===== config.mk =====
export PLATFORM = sky130hd
export DESIGN_NAME = mfs_top
export DESIGN_NICKNAME = d
export VERILOG_FILES = /design/src/inc/mfs_pkg.sv /design/src/mfs_timebase.sv /design/src/mfs_lamp.sv /design/src/mfs_top.sv
export VERILOG_INCLUDE_DIRS = /design/src /design/src/inc
export SDC_FILE = /design/constraint.sdc
export NUM_CORES = 1
export LEC_CHECK = 0
export BUFFER_PORTS_ARGS = -buffer_cell sky130_fd_sc_hd__buf_2
export CAP_MARGIN = 20
export CORE_MARGIN = 4
export CORE_UTILIZATION = 40
export CTS_CLUSTER_DIAMETER = 100
export DETAILED_ROUTE_END_ITERATION = 6
export GPL_TIMING_DRIVEN = 0
export PLACE_DENSITY = 0.57
export SETUP_SLACK_MARGIN = 0.05
export SLEW_MARGIN = 15
export SYNTH_ARGS = -nofsm -noshare
export SYNTH_HDL_FRONTEND = slang
export SYNTH_SLANG_ARGS = --single-unit

===== constraint.sdc =====
create_clock -name mclk -period 3.15 [get_ports mclk]
set_input_delay 0.315 -clock mclk [delete_from_list [all_inputs] [get_ports mclk]]
set_output_delay 0.315 -clock mclk [all_outputs]
set_load 0.01 [all_outputs]

===== src/inc/mfs_defines.svh =====
// Constants of the modem fault supervisor: times, counts, reset values.
// Assumes a 50 MHz mclk; safe with several includers per compilation unit (guarded).
// Function
// - Reset type 1 cycles module power.
// - Reset type 0 keeps module power on.
// - Query reports reset type as 1 or 0.
// - Hang interval 0..255 minutes, 0 disables, readable.
// - Nonzero interval: check hang, reset on hang.
// - Input supply bad: emergency one, power off.
// - Emergency one: lamp steadily on.
// - Leave emergency one when input supply returns.
// - Module supply bad: emergency two, power off.
// - Emergency two: lamp 0.5 s on/off.
// - Recover only if supply returns within 10 s.
// - Still bad after 10 s: waiting mode.
// - Waiting mode keeps the causing lamp pattern.
// - Only power-on reset leaves waiting mode.
// - Module fails to start: emergency three.
// - Confirm emergency three after 15 s.
// - Emergency three: 0.25 on/off/on, 1 s off.
// - Keep retrying launch until it succeeds, 10 tries at most.
// - After 10 failed launches: waiting mode.
`ifndef MFS_DEFINES_SVH
`define MFS_DEFINES_SVH

// ****************************************************************
// Clock and timebase.
// ****************************************************************
`define MFS_CLK_HZ 50000000
`define MFS_QTR_MS 250
`define MFS_MIN_S 60

// ****************************************************************
// Emergency and reset timing, in their own units.
// ****************************************************************
`define MFS_E2_WIN_S 10
`define MFS_E3_CONF_S 15
`define MFS_RST_HOLD_MS 1000
`define MFS_LAMP_HALF_MS 500
`define MFS_LAUNCH_MAX 10

// ****************************************************************
// Reset values of the settings.
// ****************************************************************
`define MFS_RTYPE_RST 1'b1
`define MFS_IVAL_RST 8'h00

`endif


===== src/inc/mfs_pkg.sv =====
// Types shared by the modem fault supervisor modules.
// Assumes mfs_defines.svh is available on the include path.
package mfs_pkg;

    // Top-level states of the supervisor.
    typedef enum logic [2:0] {
        ST_RUN = 3'b000,
        ST_RST = 3'b001,
        ST_LAUNCH = 3'b010,
        ST_EMER1 = 3'b011,
        ST_EMER2 = 3'b100,
        ST_WAIT = 3'b101
    } mfs_state_t;

    // Lamp patterns.
    typedef enum logic [1:0] {
        PAT_OFF = 2'b00,
        PAT_STEADY = 2'b01,
        PAT_BLINK2 = 2'b10,
        PAT_BLINK3 = 2'b11
    } mfs_pat_t;

    // Command kinds.
    typedef enum logic [2:0] {
        CMD_NOP = 3'b000,
        CMD_SET_RTYPE = 3'b001,
        CMD_GET_RTYPE = 3'b010,
        CMD_SET_IVAL = 3'b011,
        CMD_GET_IVAL = 3'b100,
        CMD_DO_RESET = 3'b101
    } mfs_cmd_kind_t;

    // Command from the configuration logic.
    typedef struct packed {
        logic valid;
        mfs_cmd_kind_t kind;
        logic [7:0] arg;
    } mfs_cmd_t;

    // Answer to a command.
    typedef struct packed {
        logic valid;
        logic [7:0] data;
    } mfs_resp_t;

endpackage : mfs_pkg


===== src/mfs_timebase.sv =====
// Quarter-second and minute tick generator.
// Assumes a free-running mclk; ticks are one-cycle pulses.
`include "mfs_defines.svh"
module mfs_timebase import mfs_pkg::*; #(
    parameter int QTR_CYCLES = 12500000
) (
    input wire logic mclk,
    input wire logic reset_n,
    output logic qtick,
    output logic min_tick
);

    // Quarters in one minute.
    localparam logic [7:0] QPM = 8'(`MFS_MIN_S * 1000 / `MFS_QTR_MS);

    // Refuse a divider that cannot produce a pulse.
    if (QTR_CYCLES < 2) begin : g_chk
        $error("QTR_CYCLES must be at least 2");
    end

    logic [31:0] div_q, div_d; // Cycle divider.
    logic [7:0] qcnt_q, qcnt_d; // Quarters within the minute.
    logic qtick_d, min_d; // Next tick values.

    // ****************************************************************
    // Divider next state.
    // ****************************************************************
    always_comb begin
        div_d = div_q + 32'h1;
        qcnt_d = qcnt_q;
        qtick_d = 1'b0;
        min_d = 1'b0;
        if (div_q == 32'(QTR_CYCLES - 1)) begin
            div_d = 32'h0;
            qtick_d = 1'b1;
            if (qcnt_q == QPM - 8'h1) begin
                qcnt_d = 8'h0;
                min_d = 1'b1;
            end else begin
                qcnt_d = qcnt_q + 8'h1;
            end
        end
    end

    // Register the divider and ticks.
    always_ff @(posedge mclk or negedge reset_n) begin
        if (!reset_n) begin
            div_q <= 32'h0;
            qcnt_q <= 8'h0;
            qtick <= 1'b0;
            min_tick <= 1'b0;
        end else begin
            div_q <= div_d;
            qcnt_q <= qcnt_d;
            qtick <= qtick_d;
            min_tick <= min_d;
        end
    end

endmodule : mfs_timebase


===== src/mfs_lamp.sv =====
// Red fault lamp pattern generator, stepping on quarter-second ticks.
// Assumes qtick is a one-cycle pulse every 0.25 s.
`include "mfs_defines.svh"
module mfs_lamp import mfs_pkg::*; (
    input wire logic mclk,
    input wire logic reset_n,
    input wire mfs_pat_t pat,
    input wire logic qtick,
    output logic lamp
);

    // Quarters in one blink half period.
    localparam logic [2:0] HALF_Q = 3'(`MFS_LAMP_HALF_MS / `MFS_QTR_MS);

    mfs_pat_t pat_q; // Pattern seen last cycle, restarts the sequence.
    logic [2:0] step_q, step_d; // Position within the pattern.
    logic lamp_d; // Next lamp level.

    // Last quarter step of one period of a pattern, one less than its number of steps.
    function automatic logic [2:0] period(input mfs_pat_t p);
        case (p)
            PAT_BLINK2: period = 3'(2 * HALF_Q - 3'h1);
            PAT_BLINK3: period = 3'h6;
            default: period = 3'h0;
        endcase
    endfunction : period

    // ****************************************************************
    // Step counter and lamp level.
    // ****************************************************************
    always_comb begin
        step_d = step_q;
        if (pat != pat_q) begin
            step_d = 3'h0;
        end else if (qtick) begin
            step_d = (step_q >= period(pat)) ? 3'h0 : step_q + 3'h1;
        end
        case (pat)
            PAT_STEADY: lamp_d = 1'b1;
            PAT_BLINK2: lamp_d = (step_d < HALF_Q);
            // Two short flashes then one second dark.
            PAT_BLINK3: lamp_d = (step_d == 3'h0) || (step_d == 3'h2);
            default: lamp_d = 1'b0;
        endcase
    end

    // Register step and lamp.
    always_ff @(posedge mclk or negedge reset_n) begin
        if (!reset_n) begin
            pat_q <= PAT_OFF;
            step_q <= 3'h0;
            lamp <= 1'b0;
        end else begin
            pat_q <= pat;
            step_q <= step_d;
            lamp <= lamp_d;
        end
    end

endmodule : mfs_lamp


===== src/mfs_top.sv =====
// Modem fault supervisor: supply watch, launch retries, hang resets, lamp.
// Assumes the supply-good, module-on and hang pins are asynchronous levels
// and that commands come from logic on mclk, one per cycle at most.
`include "mfs_defines.svh"
module mfs_top import mfs_pkg::*; #(
    parameter int QTR_CYCLES = `MFS_CLK_HZ / 1000 * `MFS_QTR_MS
) (
    input wire logic mclk,
    input wire logic reset_n,
    input wire logic vin_ok_pin,
    input wire logic vmod_ok_pin,
    input wire logic mod_on_pin,
    input wire logic hang_pin,
    input wire mfs_cmd_t cmd,
    output mfs_resp_t resp,
    output logic mod_power_en,
    output logic mod_reset,
    output logic system_indicator_lamp
);

    // ****************************************************************
    // Derived counts, times in quarter seconds.
    // ****************************************************************

    // Window for the module supply to come back.
    localparam logic [7:0] E2_Q = 8'(`MFS_E2_WIN_S * 1000 / `MFS_QTR_MS);
    // Time without a module start before the failure is confirmed.
    localparam logic [7:0] E3_Q = 8'(`MFS_E3_CONF_S * 1000 / `MFS_QTR_MS);
    // Time a reset, with or without power, is held.
    localparam logic [7:0] HOLD_Q = 8'(`MFS_RST_HOLD_MS / `MFS_QTR_MS);
    // Launch attempts before giving up.
    localparam logic [3:0] TRIES_MAX = 4'(`MFS_LAUNCH_MAX);
    // Quarters in one minute of the hang check.
    localparam logic [7:0] QPM = 8'(`MFS_MIN_S * 1000 / `MFS_QTR_MS);

    // ****************************************************************
    // Pin synchronisers.
    // ****************************************************************

    logic [3:0] pin_raw; // Raw asynchronous pins.
    logic [3:0] sync1_q; // First stage, read only by the second.
    logic [3:0] sync2_q; // Second stage, safe to use.
    logic vin_s, vmod_s, mod_on_s, hang_s; // Synchronised levels.
    // Reset levels of the stages: supplies read good, so a release fakes no fault.
    localparam logic [3:0] SYNC_IDLE = 4'h3;

    assign pin_raw = {hang_pin, mod_on_pin, vmod_ok_pin, vin_ok_pin};

    // Two flip-flops per pin before any logic reads it.
    for (genvar i = 0; i < 4; i++) begin : g_sync
        always_ff @(posedge mclk or negedge reset_n) begin
            if (!reset_n) begin
                sync1_q[i] <= SYNC_IDLE[i];
                sync2_q[i] <= SYNC_IDLE[i];
            end else begin
                sync1_q[i] <= pin_raw[i];
                sync2_q[i] <= sync1_q[i];
            end
        end
    end

    assign vin_s = sync2_q[0];
    assign vmod_s = sync2_q[1];
    assign mod_on_s = sync2_q[2];
    assign hang_s = sync2_q[3];

    // ****************************************************************
    // Timebase and lamp.
    // ****************************************************************

    logic qtick; // Quarter-second pulse.
    mfs_pat_t pat; // Lamp pattern chosen from the state.

    mfs_timebase #(
        .QTR_CYCLES(QTR_CYCLES)
    ) u_tb (
        .mclk(mclk),
        .reset_n(reset_n),
        .qtick(qtick),
        .min_tick()
    );

    mfs_lamp u_lamp (
        .mclk(mclk),
        .reset_n(reset_n),
        .pat(pat),
        .qtick(qtick),
        .lamp(system_indicator_lamp)
    );

    // ****************************************************************
    // Supervisor state.
    // ****************************************************************

    mfs_state_t st_q, st_d; // Main state.
    logic [7:0] tmr_q, tmr_d; // Quarters spent in the current state.
    logic [3:0] tries_q, tries_d; // Failed launch attempts.
    logic e3_q, e3_d; // A launch failure has been confirmed.
    mfs_pat_t cause_q, cause_d; // Pattern held in waiting mode.
    logic cut_q, cut_d; // Current reset removes module power.
    logic rtype_q, rtype_d; // Reset type setting.
    logic [7:0] ival_q, ival_d; // Hang-check interval in minutes.
    logic [7:0] min_q, min_d; // Minutes since the last hang check.
    logic [7:0] qmin_q, qmin_d; // Quarters into the current check minute.
    mfs_resp_t resp_d; // Next answer.
    logic pwr_d, mrst_d; // Next module power and reset levels.
    logic do_rst; // A reset of the selected type is wanted.

    // Lamp pattern: emergency states are exclusive, and the lower
    // numbered one is tested first when a launch failure is pending.
    always_comb begin
        if (st_q == ST_WAIT) begin
            pat = cause_q;
        end else if (st_q == ST_EMER1) begin
            pat = PAT_STEADY;
        end else if (st_q == ST_EMER2) begin
            pat = PAT_BLINK2;
        end else if (e3_q) begin
            pat = PAT_BLINK3;
        end else begin
            pat = PAT_OFF;
        end
    end

    // ****************************************************************
    // Next-state logic: commands, hang check, emergencies.
    // ****************************************************************
    always_comb begin
        st_d = st_q;
        tmr_d = (qtick && tmr_q != 8'hff) ? tmr_q + 8'h1 : tmr_q;
        tries_d = tries_q;
        e3_d = e3_q;
        cause_d = cause_q;
        cut_d = cut_q;
        rtype_d = rtype_q;
        ival_d = ival_q;
        min_d = min_q;
        qmin_d = qmin_q;
        resp_d = '0;
        do_rst = 1'b0;

        // Commands are answered in every state, the next cycle.
        if (cmd.valid) begin
            case (cmd.kind)
                CMD_SET_RTYPE: begin
                    rtype_d = cmd.arg[0];
                    resp_d = '{valid: 1'b1, data: {7'h00, cmd.arg[0]}};
                end
                CMD_GET_RTYPE: resp_d = '{valid: 1'b1, data: {7'h00, rtype_q}};
                CMD_SET_IVAL: begin
                    ival_d = cmd.arg;
                    min_d = 8'h00;
                    qmin_d = 8'h00;
                    resp_d = '{valid: 1'b1, data: cmd.arg};
                end
                CMD_GET_IVAL: resp_d = '{valid: 1'b1, data: ival_q};
                CMD_DO_RESET: begin
                    do_rst = 1'b1;
                    resp_d = '{valid: 1'b1, data: {7'h00, rtype_q}};
                end
                default: resp_d = '0;
            endcase
        end

        // Periodic hang check, counted from entry to normal running.
        if (st_q != ST_RUN || ival_q == 8'h00) begin
            min_d = 8'h00;
            qmin_d = 8'h00;
        end else if (qtick) begin
            if (qmin_q != QPM - 8'h1) begin
                qmin_d = qmin_q + 8'h1;
            end else if (min_q + 8'h1 >= ival_q) begin
                qmin_d = 8'h00;
                min_d = 8'h00;
                do_rst = do_rst | hang_s;
            end else begin
                qmin_d = 8'h00;
                min_d = min_q + 8'h1;
            end
        end

        case (st_q)
            // Normal operation with the module running.
            ST_RUN: begin
                if (!vmod_s) begin
                    st_d = ST_EMER2;
                end else if (!mod_on_s) begin
                    // Module dropped out: relaunch with a power cycle.
                    st_d = ST_RST;
                    cut_d = 1'b1;
                end else if (do_rst) begin
                    cut_d = rtype_q;
                    st_d = ST_RST;
                end
            end
            // Reset held for a fixed time, then relaunch.
            ST_RST: begin
                if (tmr_q >= HOLD_Q) begin
                    st_d = ST_LAUNCH;
                end
            end
            // Module powered, waiting for it to report it is on.
            ST_LAUNCH: begin
                if (!vmod_s) begin
                    st_d = ST_EMER2;
                end else if (mod_on_s) begin
                    st_d = ST_RUN;
                    tries_d = 4'h0;
                    e3_d = 1'b0;
                end else if (tmr_q >= E3_Q) begin
                    e3_d = 1'b1;
                    tries_d = tries_q + 4'h1;
                    if (tries_q + 4'h1 >= TRIES_MAX) begin
                        st_d = ST_WAIT;
                        cause_d = PAT_BLINK3;
                    end else begin
                        st_d = ST_RST;
                        cut_d = 1'b1;
                    end
                end
            end
            // Input supply fault: wait for it to return.
            ST_EMER1: begin
                if (vin_s) begin
                    st_d = ST_RST;
                    cut_d = 1'b1;
                end
            end
            // Module supply fault: short recovery window.
            ST_EMER2: begin
                if (vmod_s && tmr_q < E2_Q) begin
                    st_d = ST_LAUNCH;
                end else if (tmr_q >= E2_Q && vin_s) begin
                    st_d = ST_WAIT;
                    cause_d = PAT_BLINK2;
                end
            end
            ST_WAIT: st_d = ST_WAIT;
            default: st_d = ST_LAUNCH;
        endcase

        if (!vin_s && st_q != ST_WAIT && st_q != ST_EMER1) begin
            st_d = ST_EMER1;
        end

        // The state timer restarts on every state change.
        if (st_d != st_q) begin
            tmr_d = 8'h00;
        end

        // Power off in emergencies one and two and in waiting mode; kept on for type 0.
        pwr_d = (st_d == ST_RUN) || (st_d == ST_LAUNCH) || (st_d == ST_RST && !cut_d);
        mrst_d = (st_d == ST_RST) && !cut_d;
    end

    // Register all supervisor state and outputs.
    always_ff @(posedge mclk or negedge reset_n) begin
        if (!reset_n) begin
            st_q <= ST_LAUNCH;
            tmr_q <= 8'h00;
            tries_q <= 4'h0;
            e3_q <= 1'b0;
            cause_q <= PAT_OFF;
            cut_q <= 1'b1;
            rtype_q <= `MFS_RTYPE_RST;
            ival_q <= `MFS_IVAL_RST;
            min_q <= 8'h00;
            qmin_q <= 8'h00;
            resp <= '0;
            mod_power_en <= 1'b0;
            mod_reset <= 1'b0;
        end else begin
            st_q <= st_d;
            tmr_q <= tmr_d;
            tries_q <= tries_d;
            e3_q <= e3_d;
            cause_q <= cause_d;
            cut_q <= cut_d;
            rtype_q <= rtype_d;
            ival_q <= ival_d;
            min_q <= min_d;
            qmin_q <= qmin_d;
            resp <= resp_d;
            mod_power_en <= pwr_d;
            mod_reset <= mrst_d;
        end
    end

endmodule : mfs_top


==> results of run 1 <==
## routing by layer
metal / vias up / GRT usage, % / routed length, um
li1: 1986 / - / -
met1: 1974 / 20.21 / 5198
met2: 38 / 23.73 / 5212
met3: 17 / 3.902 / 309
met4: 0 / 4.900 / 194
met5: - / 0 / 0
## path summary, 6_finish.rpt
| kind | startpoint | end | slack [ns] |
|---|---|---|---|
| max reg2reg | st_q[0] | u_lamp.step_q[0] | 0.41 |
| min in group asynchronous | reset_n | resp[6] | 0.39 |
| min | vmod_ok_pin | sync1_q[1] | 0.06 |
| max in group asynchronous | reset_n | sync1_q[1] | 2.10 |
| min reg2reg | sync1_q[0] | vin_s | 0.35 |
| max | st_q[0] | u_lamp.step_q[0] | 0.41 |
## power breakdown
part           internal [mW]  total, mW  switching, mW
logic                 0.0838      0.197          0.113
clock network          0.571       1.09          0.518
registers               1.35       1.39         0.0329
total                   2.01       2.67          0.665
## flip-flops by register name, indices dropped and copies added (netlist names)
signal	flops
u_tb.div_q	32
resp	9
ival_q	8
min_q	8
qmin_q	8
tmr_q	8
sync1_q	4
tries_q	4
st_q	3
u_lamp.step_q	3
cause_q	2
u_lamp.pat_q	2
cut_q	1
e3_q	1
hang_s	1
mod_on_s	1
mod_power_en	1
mod_reset	1
rtype_q	1
u_lamp.lamp	1
u_tb.qtick	1
vin_s	1
vmod_s	1
## final cells by class
cell class	instances	area [um2]
Buffer	17	73.82
Clock buffer	10	239.0
Clock inverter	6	50.05
Fill cell	1287	7139
Inverter	22	82.58
Multi-Input combinational cell	395	2725
Sequential cell	102	2561
Tap cell	176	220.2
Timing Repair Buffer	32	203.9
## logic make-up after synthesis
family | after synthesis
XOR/XNOR | 53
buffers and inverters | 39
flip-flops | 102
adder cells (fa/ha/maj) | 19
AND/OR/NAND/NOR | 218
multiplexers | 13
AO/OA/AOI/OAI | 92
## repair_timing
| item | CTS | global route |
|---|---|---|
| pin swaps | 0 | 1 |
| endpoints found under the setup margin | 1 | 5 |
| setup buffers | 0 | 4 |
| hold endpoints to repair | 21 | 0 |
| resized for setup | 1 | 1 |
| hold buffers | 1 | 0 |
## critical path, delay by kind of cell (launching register included)
| kind | cells | cell delay [ns] |
|---|---|---|
| AO/OA/AOI/OAI | 4 | 1.00 |
| adder cells (fa/ha/maj) | 1 | 0.29 |
| buffers and inverters | 1 | 0.21 |
| flip-flops | 1 | 0.33 |
| AND/OR/NAND/NOR | 6 | 0.85 |
## placed cells by master, fill, tap and decap left out, drive strengths merged, types with 5 or more instances in the layout
cell / synthesis / routed
dfrtp: 95 / 95
and3: 10 / 10
nor4b: 6 / 6
dfstp: 7 / 7
buf: 9 / 40
xor2: 27 / 27
clkbuf: 8 / 18
nand2b: 10 / 10
a21o: 5 / 5
nand4: 13 / 13
nor2: 63 / 63
a21oi: 14 / 14
o211ai: 5 / 5
nor3: 19 / 19
nor2b: 5 / 5
a22oi: 13 / 13
nand3: 24 / 24
xnor2: 26 / 26
or3: 5 / 5
nand2: 38 / 38
inv: 21 / 25
ha: 19 / 19
mux2: 9 / 9
o21ai: 23 / 23
## Yosys cell counts, types with 9 or more instances
cell type / instances
and3_1: 10
nand4_1: 13
xnor2_1: 26
inv_1: 21
ha_1: 19
a22oi_1: 13
xor2_1: 27
a21oi_1: 13
nor3_1: 9
o21ai_0: 22
nand3_1: 24
nand2b_1: 10
dfrtp_1: 95
nand2_1: 38
nor3_2: 10
mux2_2: 9
nor2_1: 62
==> results_dict.tcl, run 1 <==
set metrics [dict create \
    status "finished clean" \
    die_y_um 124.5 \
    hold_viol 0 \
    timing.critical_path.cells "buf_2 > nor2b_1 > nand2_1 > o221ai_1 > nor2_1 > ha_1 > nand2b_1 > a21o_1 > a21o_1 > a21oi_1 > nand2_1 > nor2_1" \
    rows 42 \
    cts_tree "yes" \
    antenna_found_initial 0 \
    clockBufferDepth 2 \
    finalSetupTns_ns 0 \
    place_area_um2 5817 \
    yosys.area.top_type "dfrtp_1" \
    synth_top_area_share_pct 43.76 \
    fin_area_um2 6156 \
    synth-adder-area-share_pct 4.376 \
    r2r_cells 12 \
    synth-edff-count 0 \
    synth_top_family_by_area "simple AND/OR/NAND/NOR gates" \
    irDropWorstVdd_v 0.0002480 \
    first_pass_iters 4 \
    fin_nets 616 \
    wl_per_cell_um 14.36 \
    synth.area.top_cells "dfrtp_1 44%, ha_1 4.4%, xor2_1 4.4%, nor2_1 4.3%, xnor2_1 4.2%" \
    numClockSinks 102 \
    end_kind "flip-flop" \
    crit_path_start_kind "flip-flop" \
    hold_path_class "in2reg" \
    finalPower_mw 2.674 \
    core_area_um2 13300 \
    grt_pass1_wl_mm 19.53 \
    p_per_area_nw_per_um2 434.4 \
    slew_viol_final 0 \
    yosysWarnings 0 \
    finalClockSkew_ns 0.01122 \
    rsz0062_at_grt "no" \
    die_w_um 124.5 \
    synth-seq-cells 102 \
    drive_gt1_share_pct 16.78 \
    drc 0 \
    synthArstFlopShare_pct 100.0 \
    period_minus_slack_ns 2.743 \
    synth.distinct_cells 66 \
    viasPerCell 5.283 \
    final_core_util_pct 46.30 \
    h-tree-depth 3 \
    hold_depth 1 \
    routed_wl_mm 10.91 \
    fin_ws_ns 0.4070 \
    synthMuxAreaShare_pct 2.602 \
    synth_ff_type "dfrtp_1" \
    max_freq_mhz 364.6 \
    relSlewSlack_pct 43.12 \
    gp_congestion 0.8211 \
    setup_viol 0 \
    synth_seq_area_share_pct 47.14 \
    slowest_delay_ns 0.49 \
    grt_max_degree 77 \
    root_buffer "clkbuf_16" \
    dieArea_um2 15510 \
    clock_latency_ns 0.35 \
    critPathSlowestCell "o221ai_1" \
    leakage_nw 2.746 \
    period_share_pct 87.08 \
    insertedDiodeCount 0 \
    synth_fp_nets 573 \
    clk_pin_slew_ns 0.07 \
    fin_cells 760 \
    arrival_ns 3.02 \
    dpl.hpwl_mm 7.894 \
    worst-endpoint-required_ns 3.43 \
    pin_count 30 \
    netlist_area_um2 5433 \
    crit_fanout 9 \
    cts_buffers 9 \
    first_iter_violations 267 \
    start_util_pct 40.86 \
    avgSynthCellArea_um2 10.14 \
    grt-ovfl-total 0 \
    synth-xor-area-share_pct 8.544 \
    vias 4015 \
    synth-simple-area-share_pct 21.79 \
    ant_nets 0 \
    first_global_vias 3996 \
    hold_slack_ns 0.05876 \
    maxCapViolations 0 \
    worstMarginPinSlew_ns 0.8467 \
    dp_cells 739 \
    synth-compound-area-share_pct 12.67 \
    syn_inst 536 \
    syn2layout_area_growth_pct 13.31 \
    grt.total_usage_pct 15.02 \
    numPortBuffers 26 \
    path_class "reg2reg" \
    dp_slack_ns 0.05663 \
]
Note: power is estimated with default switching activity, not from simulation.
==> run 2: changes to the inputs <==
CELL_PAD_IN_SITES_DETAIL_PLACEMENT = 0   (was default)
CELL_PAD_IN_SITES_GLOBAL_PLACEMENT = 2   (was default)
PLACE_DENSITY = 0.8   (was 0.57)
==> results_dict.tcl, run 2 (synthesis results as in run 1) <==
set metrics [dict create \
    min_to "sync1_q[1]" \
    hold_viol 0 \
    reg2reg_to "mod_power_en" \
    core_area_um2 13300 \
    crit_path_start_kind "flip-flop" \
    top_register "u_tb.div_q" \
    crit_fanout 9 \
    hp-start "vmod_ok_pin" \
    grt-ovfl-total 0 \
    hold_slack_ns 0.06401 \
    largest_reg_flops 32 \
    slew_viol_final 0 \
    first_global_vias 4073 \
    routed_wl_mm 11.04 \
    antenna_found_initial 0 \
    finalClockSkew_ns 0.007071 \
    r2r-start "min_q[0]" \
    fillers 1269 \
    dpl.hpwl_mm 8.013 \
    die_w_um 124.5 \
    grt_util_met1_pct 20.23 \
    clk_pin_slew_ns 0.07 \
    dieArea_um2 15510 \
    drc 0 \
    first_iter_violations 220 \
    grt_util_met2_pct 25.25 \
    layout_commonest_cell "dfrtp_1" \
    end_kind "flip-flop" \
    syn2layout_area_growth_pct 13.22 \
    leakage_nw 2.738 \
    clockBufferDepth 2 \
    first_pass_iters 4 \
    viasPerCell 5.198 \
    pin_count 30 \
    grt.busiest_layer "met2" \
    cts_buffers 9 \
    numPortBuffers 26 \
    finalSetupTns_ns 0 \
    root_buffer "clkbuf_16" \
    arrival_ns 2.90 \
    insertedDiodeCount 0 \
    worstMarginPinSlew_ns 0.8301 \
    maxCapViolations 0 \
    drive_gt1_share_pct 16.52 \
    p_per_area_nw_per_um2 440.5 \
    fin_nets 613 \
    hold_path_class "in2reg" \
    regToRegSetupSlack_ns 0.46 \
    rsz0062_at_grt "no" \
    start_util_pct 40.86 \
    grt_use_met3_pct 4.160 \
    mostFrequentLayoutCells "95 x dfrtp_1, 62 x nor2_1, 38 x nand2_1, 33 x buf_2, 27 x xor2_1" \
    grt_pass1_wl_mm 19.91 \
    ant_nets 0 \
    setup_viol 0 \
    r2r_cells 10 \
    clock_latency_ns 0.35 \
    grt_max_degree 53 \
    rows 42 \
    hold_depth 1 \
    die_y_um 124.5 \
    relSlewSlack_pct 44.54 \
    vias 3935 \
    worst-endpoint-required_ns 3.37 \
    irDropWorstVdd_v 0.0002359 \
    period_minus_slack_ns 2.688 \
    gp_congestion 0.7897 \
    numClockSinks 102 \
    status "finished clean" \
    wl_per_cell_um 14.58 \
    h-tree-depth 3 \
    path_class "reg2reg" \
    grt.total_usage_pct 15.37 \
    largestRegisters "u_tb.div_q: 32 flops, resp: 9 flops" \
    max_freq_mhz 372.0 \
    cts_tree "yes" \
    period_share_pct 85.34 \
]
==> run 2: how the worst max path moves through the flow <==
stage,from,end,slack [ns],cells past startpoint
floorplan,min_q[0],mod_power_en,0.59,10
global placement,min_q[0],mod_power_en,0.02,10
detailed placement,min_q[0],mod_power_en,0.02,10
CTS,min_q[0],mod_power_en,0.18,10
global route,min_q[0],mod_power_en,0.16,10
finish,min_q[0],mod_power_en,0.46,10
==> run 2: final cells by class <==
| type | count | area [um2] | area share (%) |
|---|---|---|---|
| Buffer | 17 | 73.82 | 1.200 |
| Clock buffer | 10 | 239.0 | 3.885 |
| Clock inverter | 6 | 61.31 | 0.9967 |
| Inverter | 22 | 82.58 | 1.343 |
| Multi-Input combinational cell | 395 | 2731 | 44.41 |
| Sequential cell | 102 | 2561 | 41.64 |
| Tap cell | 176 | 220.2 | 3.580 |
| Timing Repair Buffer | 29 | 181.4 | 2.950 |
==> run 2: through the flow <==
| step | util, % | total power [mW] | worst slack [ns] | cell area (um2) | instances |
|---|---|---|---|---|---|
| 2_1_floorplan | - | 1.520 | 0.5857 | 5433 | 536 |
| 4_1_cts | 46.12 | 2.756 | 0.1822 | 6132 | 756 |
| 3_3_place_gp | 43.50 | 1.597 | 0.02479 | 5783 | 738 |
| 3_5_place_dp | 43.75 | 1.606 | 0.01649 | 5817 | 739 |
| 5_1_grt | 46.26 | 2.834 | 0.1625 | 6151 | 757 |
| 6_report | 46.26 | 2.709 | 0.4617 | 6151 | 757 |
==> run 2: per-layer routing <==
metal | vias to the layer above | routed length (um)
li1 | 1979 | -
met1 | 1901 | 5228
met2 | 48 | 5303
met3 | 7 | 407
met4 | 0 | 99
met5 | - | 0
==> run 2: where the power goes <==
part	internal, mW	switching, mW	total [mW]
sequential	1.36	0.0336	1.39
clock	0.635	0.493	1.13
combinational	0.0814	0.111	0.192
total	2.07	0.638	2.71
==> run 2: critical path, cell delays in order (launching register included) <==
cell	delay (ns)
dfrtp_1	0.42
nand3_1	0.14
nor2_1	0.19
nand3_1	0.12
xnor2_1	0.16
ha_1	0.32
nand4_1	0.11
o31ai_2	0.47
a21oi_2	0.15
nor2_4	0.32
o32ai_1	0.16
==> run 2: what timing repair did <==
action	4_1_cts	5_1_grt
pin swaps	0	1
setup buffers	0	1
endpoints found under the hold margin	46	0
endpoints found under the setup margin	1	12
resized for setup	1	2
hold buffers	1	0
